File: src/hw/sirq_map.svh
// register offsets, reset values and field layout of the serial irq trigger/status block
`ifndef SIRQ_MAP_SVH
`define SIRQ_MAP_SVH
`define SIRQ_LINES            16
`define SIRQ_ADDR_W           8
`define SIRQ_MEM_TRIG_OFS     8'h4a
`define SIRQ_MEM_PEND_OFS     8'h4c
`define SIRQ_CFG_TRIG_OFS     8'he2
`define SIRQ_CFG_PEND_OFS     8'he4
`define SIRQ_TRIG_RESET       16'h0000
`define SIRQ_PEND_RESET       16'h0000
`define SIRQ_LO_BYTE          7:0
`define SIRQ_HI_BYTE          15:8
`endif

File: src/hw/sirq_pkg.sv
// types shared by the serial irq trigger/status block
package sirq_pkg;
    typedef logic [15:0] line_vec_t;
    typedef logic [7:0]  reg_addr_t;
    typedef logic [1:0]  byte_en_t;
endpackage

File: src/hw/serial_irq_trigger_status.sv
// per-line trigger select and level pending latch for the serial irq stream
`timescale 1ns/1ps
`include "sirq_map.svh"

module serial_irq_trigger_status
    import sirq_pkg::*;
#(
    parameter int LINES = `SIRQ_LINES
) (
    input  wire logic      I_MCLK,
    input  wire logic      I_RESET_N,
    input  wire line_vec_t i_LINE_ASSERT,
    input  wire logic      i_MEM_WR,
    input  wire logic      i_MEM_RD,
    input  wire reg_addr_t i_MEM_ADDR,
    input  wire byte_en_t  i_MEM_BE,
    input  wire line_vec_t i_MEM_WDATA,
    output line_vec_t      o_MEM_RDATA,
    input  wire logic      i_CFG_WR,
    input  wire logic      i_CFG_RD,
    input  wire reg_addr_t i_CFG_ADDR,
    input  wire byte_en_t  i_CFG_BE,
    input  wire line_vec_t i_CFG_WDATA,
    output line_vec_t      o_CFG_RDATA,
    output line_vec_t      o_LEVEL_SELECT,
    output line_vec_t      o_PENDING,
    output line_vec_t      o_EDGE_EVENT
);

    // the line vector type is fixed at sixteen bits, so no other count can be served
    if (LINES != `SIRQ_LINES) begin : g_bad_lines
        $error("LINES must be 16");
    end

    line_vec_t select_r;
    line_vec_t select_nxt;
    line_vec_t pending_r;
    line_vec_t pending_nxt;
    line_vec_t mem_rdata_r;
    line_vec_t cfg_rdata_r;
    line_vec_t edge_event_r;
    line_vec_t set_w;
    line_vec_t clr_w;
    line_vec_t mem_mask;
    line_vec_t cfg_mask;
    line_vec_t mem_rd_val;
    line_vec_t cfg_rd_val;
    logic      mem_trig_hit;
    logic      mem_pend_hit;
    logic      cfg_trig_hit;
    logic      cfg_pend_hit;

    // both windows decode onto the same two storage registers
    assign mem_trig_hit = (i_MEM_ADDR == `SIRQ_MEM_TRIG_OFS);
    assign mem_pend_hit = (i_MEM_ADDR == `SIRQ_MEM_PEND_OFS);
    assign cfg_trig_hit = (i_CFG_ADDR == `SIRQ_CFG_TRIG_OFS);
    assign cfg_pend_hit = (i_CFG_ADDR == `SIRQ_CFG_PEND_OFS);

    assign mem_mask = {{8{i_MEM_BE[1]}}, {8{i_MEM_BE[0]}}};
    assign cfg_mask = {{8{i_CFG_BE[1]}}, {8{i_CFG_BE[0]}}};

    // memory window wins a same-cycle select write; both paths are software anyway
    assign select_nxt =
        (i_MEM_WR && mem_trig_hit) ? ((select_r & ~mem_mask) | (i_MEM_WDATA & mem_mask)) :
        (i_CFG_WR && cfg_trig_hit) ? ((select_r & ~cfg_mask) | (i_CFG_WDATA & cfg_mask)) :
        select_r;

    assign clr_w = ((i_MEM_WR && mem_pend_hit) ? (i_MEM_WDATA & mem_mask) : '0)
                 | ((i_CFG_WR && cfg_pend_hit) ? (i_CFG_WDATA & cfg_mask) : '0);

    genvar g;
    generate
        for (g = 0; g < LINES; g++) begin : g_line
            // only a level-selected line records; edge lines go out through edge_event_r one cycle later
            assign set_w[g] = i_LINE_ASSERT[g] & select_r[g];
            // set beats clear so an assertion in the clearing cycle is kept
            assign pending_nxt[g] = set_w[g] | (pending_r[g] & ~clr_w[g]);
        end
    endgenerate

    assign mem_rd_val = mem_trig_hit ? select_r : (mem_pend_hit ? pending_r : '0);
    assign cfg_rd_val = cfg_trig_hit ? select_r : (cfg_pend_hit ? pending_r : '0);

    always_ff @(posedge I_MCLK or negedge I_RESET_N) begin
        if (!I_RESET_N) begin
            select_r     <= `SIRQ_TRIG_RESET;
            pending_r    <= `SIRQ_PEND_RESET;
            mem_rdata_r  <= '0;
            cfg_rdata_r  <= '0;
            edge_event_r <= '0;
        end else begin
            select_r     <= select_nxt;
            pending_r    <= pending_nxt;
            mem_rdata_r  <= i_MEM_RD ? mem_rd_val : mem_rdata_r;
            cfg_rdata_r  <= i_CFG_RD ? cfg_rd_val : cfg_rdata_r;
            edge_event_r <= i_LINE_ASSERT & ~select_r;
        end
    end

    assign o_MEM_RDATA    = mem_rdata_r;
    assign o_CFG_RDATA    = cfg_rdata_r;
    assign o_LEVEL_SELECT = select_r;
    assign o_PENDING      = pending_r;
    assign o_EDGE_EVENT   = edge_event_r;
endmodule

File: config.mk
export PLATFORM = sky130hd
export DESIGN_NAME = serial_irq_trigger_status
export DESIGN_NICKNAME = d
export VERILOG_FILES = /design/src/hw/sirq_pkg.sv /design/src/hw/serial_irq_trigger_status.sv
export VERILOG_INCLUDE_DIRS = /design/src /design/src/hw
export SDC_FILE = /design/constraint.sdc
export NUM_CORES = 1
export LEC_CHECK = 0
export BUFFER_PORTS_ARGS = -buffer_cell sky130_fd_sc_hd__buf_2
export CAP_MARGIN = 20
export CORE_UTILIZATION = 30
export CTS_CLUSTER_SIZE = 14
export DETAILED_ROUTE_END_ITERATION = 6
export SLEW_MARGIN = 20
export SYNTH_ARGS = -nofsm -noshare
export SYNTH_HDL_FRONTEND = slang
export SYNTH_SLANG_ARGS = --single-unit
File: constraint.sdc
create_clock -name I_MCLK -period 0.97 [get_ports I_MCLK]
set_input_delay 0.097 -clock I_MCLK [delete_from_list [all_inputs] [get_ports I_MCLK]]
set_output_delay 0.097 -clock I_MCLK [all_outputs]
set_load 0.05 [all_outputs]
==> metrics.md, run 1 <==
| Metric | Value |
|---|---|
| Final ANT Viol Nets | 0 |
| Worst skew pair latency | 0.34 ns |
| Mean Syn Cell Area | 10.3 µm² |
| Most common cell after layout, fill and taps aside | buf_6 |
| Placer congestion estimate | 0.861 |
| Outcome | complete, but fails checks |
| Worst-Margin Slew | 0.306 ns |
| Placed Instances | 704 |
| Synth area leaders | dfrtp_1 (53%), a22o_1 (7.4%), nand3_1 (6.7%) |
| Core area | 0.0122 mm² |
| Clock sink count | 80 |
| Unrepaired setup endpoints after global routing | true |
| Fin Hold WS | 0.00503 ns |
| Rel. slew slack | 79.5% |
| Via count | 3,962 |
| Worst setup SP type | input port |
| Peak supply drop | 796 µV |
| First-pass GRT wire length | 21,300 µm |
| Drt total wl | 13,900 µm |
| Mapped Nets | 444 |
| Clock root buffer | clkbuf_16 |
| Post-DP Area | 0.00511 mm² |
| Library cells used by synthesis | 33 |
| Failing checks | negative setup slack |
| Commonest non-fill, non-tap cells in the layout | buf_6 (103), buf_2 (68), buf_4 (62) |
| Worst-path maximum fanout | 7 |
| Period minus WS final | 1.16 ns |
| Mapped Cells | 370 |
| Hold Path Class | in2reg |
| Row cnt | 40 |
| TNS Setup | -8.39 ns |
| CTS max path bufs | 2 |
| R2R depth | 4 |
| Share of the synthesized area in the top cell type | 52.6% |
| Initial antenna violation count | 0 |
| CP Class | in2reg |
| Drt first pass iters | 4 |
| H-tree Lvls | 3 |
| Register bit count reported by yosys | 80 |
| Avg WL per Cell | 17.7 µm |
| TritonCTS clock tree | yes |
| Layout cells sized above 1 | 55.6% |
| Slew Viols, Final | 0 |
| Cell area after layout | 0.00682 mm² |
| Number of I/O port buffers | 153 |
| Fin Clk Skew | 0.00684 ns |
| Worst EP required | 1.22 ns |
| Seq/Total Area, Yosys | 52.6% |
| Yosys warns | 0 |
| Fin worst setup slack | -0.187 ns |
| Layout Cells excl Fill | 787 |
| Die X | 115 µm |
| Leak pwr | 2.99 nW |
| Detailed placer's ending HPWL | 9680 µm |
| Finish-stage setup viols | 113 |
| Largest net degree at the start of global routing | 34 |
| Fin nets | 688 |
| Iter 0 DRT Violations | 180 |
| Cell taking the most area after synthesis | dfrtp_1 |
| N_diodes | 0 |
| Residual DRC count | 0 |
| Die height | 115 µm |
| Inserted Clock Buffers | 9 |
| Total GRT Usage | 21.4% |
| Fmax | 864 MHz |
| R2R Path End | o_MEM_RDATA[4] |
| Crit path DAT | 1.40 ns |
| Number of I/O pins | 154 |
| Power density cells | 1580 mW/mm² |
| Final period util | 119% |
| P&R area growth vs syn | 79.2% |
| Critical Path End Type | register |
| Reg clk slew, reported paths | 0.06 ns |
| Initial Util | 31.3% |
| R2R setup slack | -0.08 ns |
| Synthesized cell area | 0.00380 mm² |
| Via/cell ratio | 5.03 |
| Vias in the first global route | 4,072 |
| Total gr overflow | 0 |
| Crit path from | i_MEM_ADDR[7] |
| Final hold violation count | 0 |
| Maxcap violations | 0 |
| Full die area | 0.0131 mm² |
[worst min-delay path by stage]
stage / slack (ns) / depth (start not counted) / end / startpoint
2_1_floorplan: -0.20 / 0 / async pin / I_RESET_N
3_5_place_dp: -0.003 / 1 / o_EDGE_EVENT[12] / I_RESET_N
6_report: 0.005 / 2 / o_PENDING[6] / i_LINE_ASSERT[6]
5_1_grt: 0.01 / 2 / o_PENDING[4] / i_LINE_ASSERT[4]
3_3_place_gp: -0.008 / 1 / o_EDGE_EVENT[14] / I_RESET_N
4_1_cts: 0.003 / 2 / o_PENDING[5] / i_LINE_ASSERT[5]
[routing by layer]
metal / vias to the layer above / GRT usage (%) / routed length (µm)
li1: 1830 / - / -
met5: - / 0 / 0
met3: 39 / 3.71 / 593
met2: 135 / 36.7 / 7130
met1: 1958 / 26.2 / 5700
met4: 0 / 10.3 / 476
[power by group]
group          internal [mW]  leakage, nW  switching (mW)  total (mW)
combinational           1.50         1.87            1.78        3.28
sequential              3.64        0.974           0.384        4.03
clock                   2.12        0.148            1.34        3.46
total                   7.27         2.99            3.51        10.8
[critical path: stages]
cell and delay [ns]:
buf_6 0.09, nand4bb_4 0.22, or3_4 0.43, mux2_4 0.38, a211oi_2 0.19
[cell families (layout without fill, tap and decap cells)]
| group | count (synthesis) | after routing | share of synthesized area, % |
|---|---|---|---|
| AOI/OAI and AO/OA | 97 | 97 | 21.0 |
| buffers and inverters | 64 | 313 | 6.78 |
| DFF | 80 | 80 | 52.6 |
| muxes | 2 | 2 | 0.658 |
| and+or+nand+nor | 127 | 127 | 19.0 |
[metrics by stage]
step	utilization, %	setup slack [ns]	total power, mW
finish	56.0	-0.187	10.8
global route	56.0	-0.267	11.1
CTS	54.4	-0.191	10.7
detailed placement	42.1	-0.571	6.40
global placement	42.1	-0.529	6.38
floorplan	-	-0.545	5.44
[cell type report]
class,instances,area [µm²]
fillers,1061,5350
clock inverters,5,55.1
well taps,168,210
inverters,40,150
multi-input cells,226,1800
clock buffers,11,253
flip-flops and latches,80,2040
repair buffers,257,2310
[what timing repair did]
action                                  in CTS  in global routing
pin swaps                                   45                 27
resized for setup                          227                 33
endpoints found under the hold margin       94                  0
hold buffers                                12                  0
buffers inserted                            37                 15
endpoints found under the setup margin     117                138
gates cloned                                 2                  1
[synth_stat cells]
cell type	count
dfrtp_1	80
nand3_1	51
inv_1	40
a22o_1	32
o21ai_0	32
nor2b_1	21
a32o_1	16
nand2_1	16
clkbuf_1	15
nor3_1	13
o221a_2	10
or2b_1	8
a211oi_2	6
buf_1	5
and2_1	2
and4_1	2
buf_6	2
nand3b_1	2
nor4_2	2
or3_1	2
a31o_2	1
buf_2	1
clkbuf_2	1
mux2_4	1
mux2i_1	1
nand4_1	1
nand4bb_2	1
nor2_1	1
nor4_1	1
nor4bb_1	1
or2_1	1
or2_2	1
or3_4	1
Power figures use the tool's default switching activity.
==> run 2: changes to the inputs <==
- CORE_UTILIZATION: 30 -> 35
==> run 2 against run 1 <==
  * The run still ends with negative setup slack left
  * Sequential power shrank 1%
  * First-iteration DRC count grew 0.56%
  * Wire length decreased by 5.6%
  * Largest cell class unchanged
  * Highest routed layer unchanged
==> metrics.md, run 2 (synthesized netlist as in run 1, its figures left out) <==
| Metric | Value |
|---|---|
| Outcome | complete, but fails checks |
| Failing checks | negative setup slack |
| Final hold violation count | 0 |
| CP Class | in2reg |
| Number of I/O port buffers | 153 |
| Worst path cell trace | buf_6 > or2_4 > or3_4 > mux2_4 > a211oi_2 |
| Crit path DAT | 1.44 ns |
| Core area | 0.0104 mm² |
| Initial antenna violation count | 0 |
| Worst skew pair latency | 0.35 ns |
| Via count | 3,915 |
| Rel. slew slack | 67.2% |
| N_diodes | 0 |
| Hold Path Class | in2reg |
| Crit path from | i_MEM_ADDR[4] |
| Fmax | 837 MHz |
| Post-DP Area | 0.00504 mm² |
| Reg-to-reg critical path startpoint | o_PENDING[12] |
| Critical hold path startpoint | i_CFG_WDATA[10] |
| Reg clk slew, reported paths | 0.09 ns |
| Filler Cells Inserted | 857 |
| Clock root buffer | clkbuf_8 |
| Critical Path End Type | register |
| Die X | 106 µm |
| Commonest non-fill, non-tap cells in the layout | buf_6 (106), buf_2 (70), buf_4 (64) |
| CTS max path bufs | 2 |
| Total gr overflow | 0 |
| Die height | 106 µm |
| Most common cell after layout, fill and taps aside | buf_6 |
| Fin Clk Skew | 0.0142 ns |
| Avg WL per Cell | 17.2 µm |
| Inserted Clock Buffers | 9 |
| Worst path bufs/invs | 1 |
| Worst EP required | 1.22 ns |
| Slew Viols, Final | 0 |
| Drt total wl | 13,100 µm |
| Peak supply drop | 1030 µV |
| Worst-Margin Slew | 0.492 ns |
| Critical Path Max Stage Delay | 0.42 ns |
| Iter 0 DRT Violations | 181 |
| Cell area after layout | 0.00670 mm² |
| Via/cell ratio | 5.12 |
| Placer congestion estimate | 0.817 |
| Fin worst setup slack | -0.225 ns |
| Largest net degree at the start of global routing | 47 |
| Final ANT Viol Nets | 0 |
| Power density cells | 1510 mW/mm² |
| Number of I/O pins | 154 |
| CP top delay family | simple AND/OR/NAND/NOR gates |
| First-pass GRT wire length | 20,800 µm |
| Fin nets | 698 |
| Unrepaired setup endpoints after global routing | true |
| Vias in the first global route | 4,038 |
| Clock sink count | 80 |
| Full die area | 0.0113 mm² |
| Sequential cell area | 0.00203 mm² |
| Period minus WS final | 1.20 ns |
| Layout cells sized above 1 | 52.0% |
| Maxcap violations | 0 |
| Area of the multi-input gates | 0.00174 mm² |
| Pre-CTS WS | -0.611 ns |
| Drt first pass iters | 4 |
| Worst setup SP type | input port |
| Initial Util | 36.5% |
| Total GRT Usage | 24.0% |
| Detailed placer's ending HPWL | 9030 µm |
| Residual DRC count | 0 |
| Row cnt | 37 |
| TritonCTS clock tree | yes |
| Slowest stage cell, crit path | or3_4 |
| H-tree Lvls | 3 |
| Finish-stage setup viols | 135 |
| P&R area growth vs syn | 76.3% |
| Final period util | 123% |
| Leak pwr | 2.99 nW |
| Worst-path maximum fanout | 6 |
## run 2: changes by cell type in the layout (fill, tap and decap cells not counted), moves of 6 or more
| cell | before | now |
|---|---|---|
| nand3_2 | 18 | 7 |
| nand3_1 | 33 | 43 |
| clkbuf_16 | 9 | 0 |
| clkbuf_8 | 2 | 10 |
| dfrtp_1 | 52 | 58 |
| dfrtp_2 | 28 | 22 |
## run 2: per-stage QoR
stage / hold WS [ns] / utilization (%) / std cells / setup TNS [ns] / total power, mW
2_1_floorplan: -0.199 / - / 370 / -19.55 / 5.44
3_3_place_gp: 0.0848 / 48.4 / 669 / -24.75 / 6.33
3_5_place_dp: 0.0846 / 48.4 / 669 / -25.85 / 6.36
4_1_cts: 0.00143 / 62.5 / 748 / -10.54 / 10.0
5_1_grt: 0.0500 / 64.3 / 765 / -15.50 / 10.5
6_report: 0.0682 / 64.3 / 765 / -10.44 / 10.1
## run 2: timing repair
action                     4_1_cts  5_1_grt
pin swaps                       25        3
resized for setup              228       14
hold endpoints to repair       105        1
setup endpoints to repair      120      143
cloned                           2        0
hold buffers                    16        1
buffers inserted                45       16
## run 2: power breakdown
part	leakage, nW	switching, mW	internal, mW
combinational	1.90	1.81	1.55
clock	0.113	1.28	1.53
sequential	0.981	0.349	3.62
total	2.99	3.44	6.70
## run 2: cell type report
| type | count | area share (%) |
|---|---|---|
| Clock buffer | 10 | 2.05 |
| Clock inverter | 6 | 1.34 |
| Inverter | 40 | 2.24 |
| Multi-Input combinational cell | 226 | 25.9 |
| Sequential cell | 80 | 30.3 |
| Tap cell | 136 | 2.54 |
| Timing Repair Buffer | 267 | 35.6 |
## run 2: path summary, 6_finish.rpt
check                      depth (start not counted)  slack (ns)                to
max                                                5       -0.23          register
min                                                2        0.07          register
max reg2reg                                        4       -0.08   o_MEM_RDATA[12]
min reg2reg                                        2        0.53    o_MEM_RDATA[0]
max in group asynchronous                          3        0.43      o_PENDING[4]
min in group asynchronous                          3        0.25  o_EDGE_EVENT[14]
## run 2: metal layers
layer	track usage, %	wire [µm]
met1	32.9	5800
met2	37.8	6320
met3	3.37	580
met4	10.4	419
met5	0	0
==> run 3: changes to the inputs <==
- PLACE_DENSITY: unset -> 0.7
- REMOVE_ABC_BUFFERS: unset -> 1
==> run 3 against run 2 <==
  * The run still ends with negative setup slack left
  * Cell area is 1.9% higher
  * Critical path depth rose by 2
  * Clock-buffer cell count up 1
  * Register-to-register slack worse by 0.03 ns
==> metrics.md, run 3 (synthesized netlist as in run 1, its figures left out) <==
| Metric | Value |
|---|---|
| P_int | 6.35 mW |
| Total gr overflow | 0 |
| Final period util | 123% |
| Clock sink count | 80 |
| Via/cell ratio | 5.43 |
| Row cnt | 37 |
| Drt first pass iters | 4 |
| Worst EP required | 1.22 ns |
| Crit path from | i_CFG_ADDR[0] |
| Detailed placer's ending HPWL | 9230 µm |
| R2R Path End | o_MEM_RDATA[3] |
| Initial antenna violation count | 0 |
| Avg WL per Cell | 19.3 µm |
| Slew Viols, Final | 0 |
| GR Util met3 | 4.66% |
| Final hold violation count | 0 |
| Die X | 106 µm |
| Unrepaired setup endpoints after global routing | true |
| Period minus WS final | 1.19 ns |
| Fin nets | 706 |
| Worst-path maximum fanout | 8 |
| R2R depth | 4 |
| Core area | 0.0104 mm² |
| CP Depth | 7 |
| Rel. slew slack | 56.9% |
| Die height | 106 µm |
| Worst path cell trace | buf_6 > nor4bb_4 > buf_4 > and4_4 > nand3_1 > buf_6 > o221a_2 |
| GR Layer Usage met2 | 44.0% |
| CTS max path bufs | 2 |
| Layout cells sized above 1 | 56.0% |
| Largest net degree at the start of global routing | 33 |
| Most common cell after layout, fill and taps aside | buf_6 |
| Total GRT Usage | 26.1% |
| Inserted Clock Buffers | 9 |
| Worst path bufs/invs | 3 |
| TritonCTS clock tree | yes |
| CP top delay family | simple AND/OR/NAND/NOR gates |
| CP Class | in2reg |
| First-pass GRT wire length | 22,300 µm |
| Hold Path Class | in2reg |
| Slowest stage cell, crit path | nor4bb_4 |
| Post-layout total power | 9.77 mW |
| Fin Clk Skew | 0.00852 ns |
| Vias in the first global route | 4,321 |
| Finish-stage setup viols | 143 |
| Residual DRC count | 0 |
| Worst setup SP type | input port |
| Worst-Margin Slew | 0.647 ns |
| TNS Setup | -12.66 ns |
| Logic pwr share | 34.1% |
| Reg clk slew, reported paths | 0.08 ns |
| Crit path DAT | 1.45 ns |
| P&R area growth vs syn | 79.7% |
| Fin Hold WS | 0.0439 ns |
| Number of I/O pins | 154 |
| Commonest non-fill, non-tap cells in the layout | buf_6 (115), buf_4 (70), dfrtp_1 (69) |
| Fin util | 65.6% |
| Met1 Usage GRT | 31.6% |
| Final ANT Viol Nets | 0 |
| Placer congestion estimate | 0.853 |
| R2R setup slack | -0.11 ns |
| Failing checks | negative setup slack |
| Initial Util | 36.5% |
| Iter 0 DRT Violations | 249 |
| Peak supply drop | 786 µV |
| Critical Path Max Stage Delay | 0.31 ns |
| Fmax | 837 MHz |
| Net Sw Frac | 35.0% |
| Worst path most repeated cell | buf_6 |
| H-tree Lvls | 3 |
| GRT busiest layer | met2 |
| Power density cells | 1430 mW/mm² |
| Drt total wl | 14,900 µm |
| Switching pwr | 3.42 mW |
| Via count | 4,195 |
| Outcome | complete, but fails checks |
| Clock root buffer | clkbuf_8 |
| Sequential power share | 40.4% |
| Number of I/O port buffers | 153 |
| Leak pwr | 3.07 nW |
| Worst skew pair latency | 0.37 ns |
| N_diodes | 0 |
| Fin worst setup slack | -0.225 ns |
| Full die area | 0.0113 mm² |
| Critical Path End Type | register |
| Clk network pwr share | 25.5% |
| Maxcap violations | 0 |
-- run 3: cell types whose count changed in the layout (fill, tap and decap cells not counted), moves of 3 or more --
cell	before	now
dfrtp_2	22	11
nor3_2	0	6
nand2_2	0	13
nor3_1	13	7
nand3_2	7	17
nand2_1	16	1
nand3_1	43	33
buf_2	70	66
buf_12	6	3
dfrtp_1	58	69
buf_6	106	115
buf_4	64	70
-- run 3: per-stage QoR --
stage                     area, µm²  setup WS [ns]  cells
final                          6830         -0.225    772
after global placement         5000         -0.704    679
after detailed placement       5000         -0.720    679
after global routing           6830         -0.242    772
after floorplan                3690         -0.809    346
after CTS                      6640         -0.189    757
-- run 3: final cells by class --
class	instances	area, µm²
multi-input combinational	226	1870
clock buffer	11	141
inverter	40	150
tap	136	170
fill	731	3580
sequential	80	2020
clock inverter	4	45.0
timing repair buffer	275	2440
-- run 3: what timing repair did --
action / 4_1_cts / 5_1_grt
pin swaps: 86 / 36
resized for setup: 291 / 24
hold buffers: 17 / 0
setup endpoints to repair: 142 / 144
setup buffers: 44 / 15
gates cloned: 2 / 0
endpoints found under the hold margin: 111 / 0
-- run 3: power groups by stage --
stage | Combinational [mW] | Clock (mW) | Sequential, mW
after floorplan | 0.481 | 0 | 4.88
after global placement | 2.26 | 0 | 3.95
after detailed placement | 2.28 | 0 | 3.97
after CTS | 3.17 | 2.48 | 3.92
after global routing | 3.44 | 2.64 | 3.97
final | 3.33 | 2.49 | 3.95
-- run 3: worst min path at each step --
| stage | from | cells after the start | to | slack, ns |
|---|---|---|---|---|
| floorplan | I_RESET_N | 0 | async pin | -0.20 |
| global placement | I_RESET_N | 1 | o_EDGE_EVENT[1] | 0.01 |
| detailed placement | I_RESET_N | 1 | o_EDGE_EVENT[1] | 0.02 |
| CTS | i_CFG_WDATA[10] | 2 | register | 0.04 |
| global route | i_CFG_WDATA[4] | 2 | register | 0.04 |
| finish | i_CFG_WDATA[5] | 2 | register | 0.04 |
-- run 3: per-layer routing --
layer | routed length [µm] | part of all wire (%) | vias to the layer above
li1 | - | - | 1858
met1 | 5820 | 39 | 2099
met2 | 7610 | 51 | 186
met3 | 864 | 5.8 | 52
met4 | 617 | 4.1 | 0
met5 | 0 | 0 | -
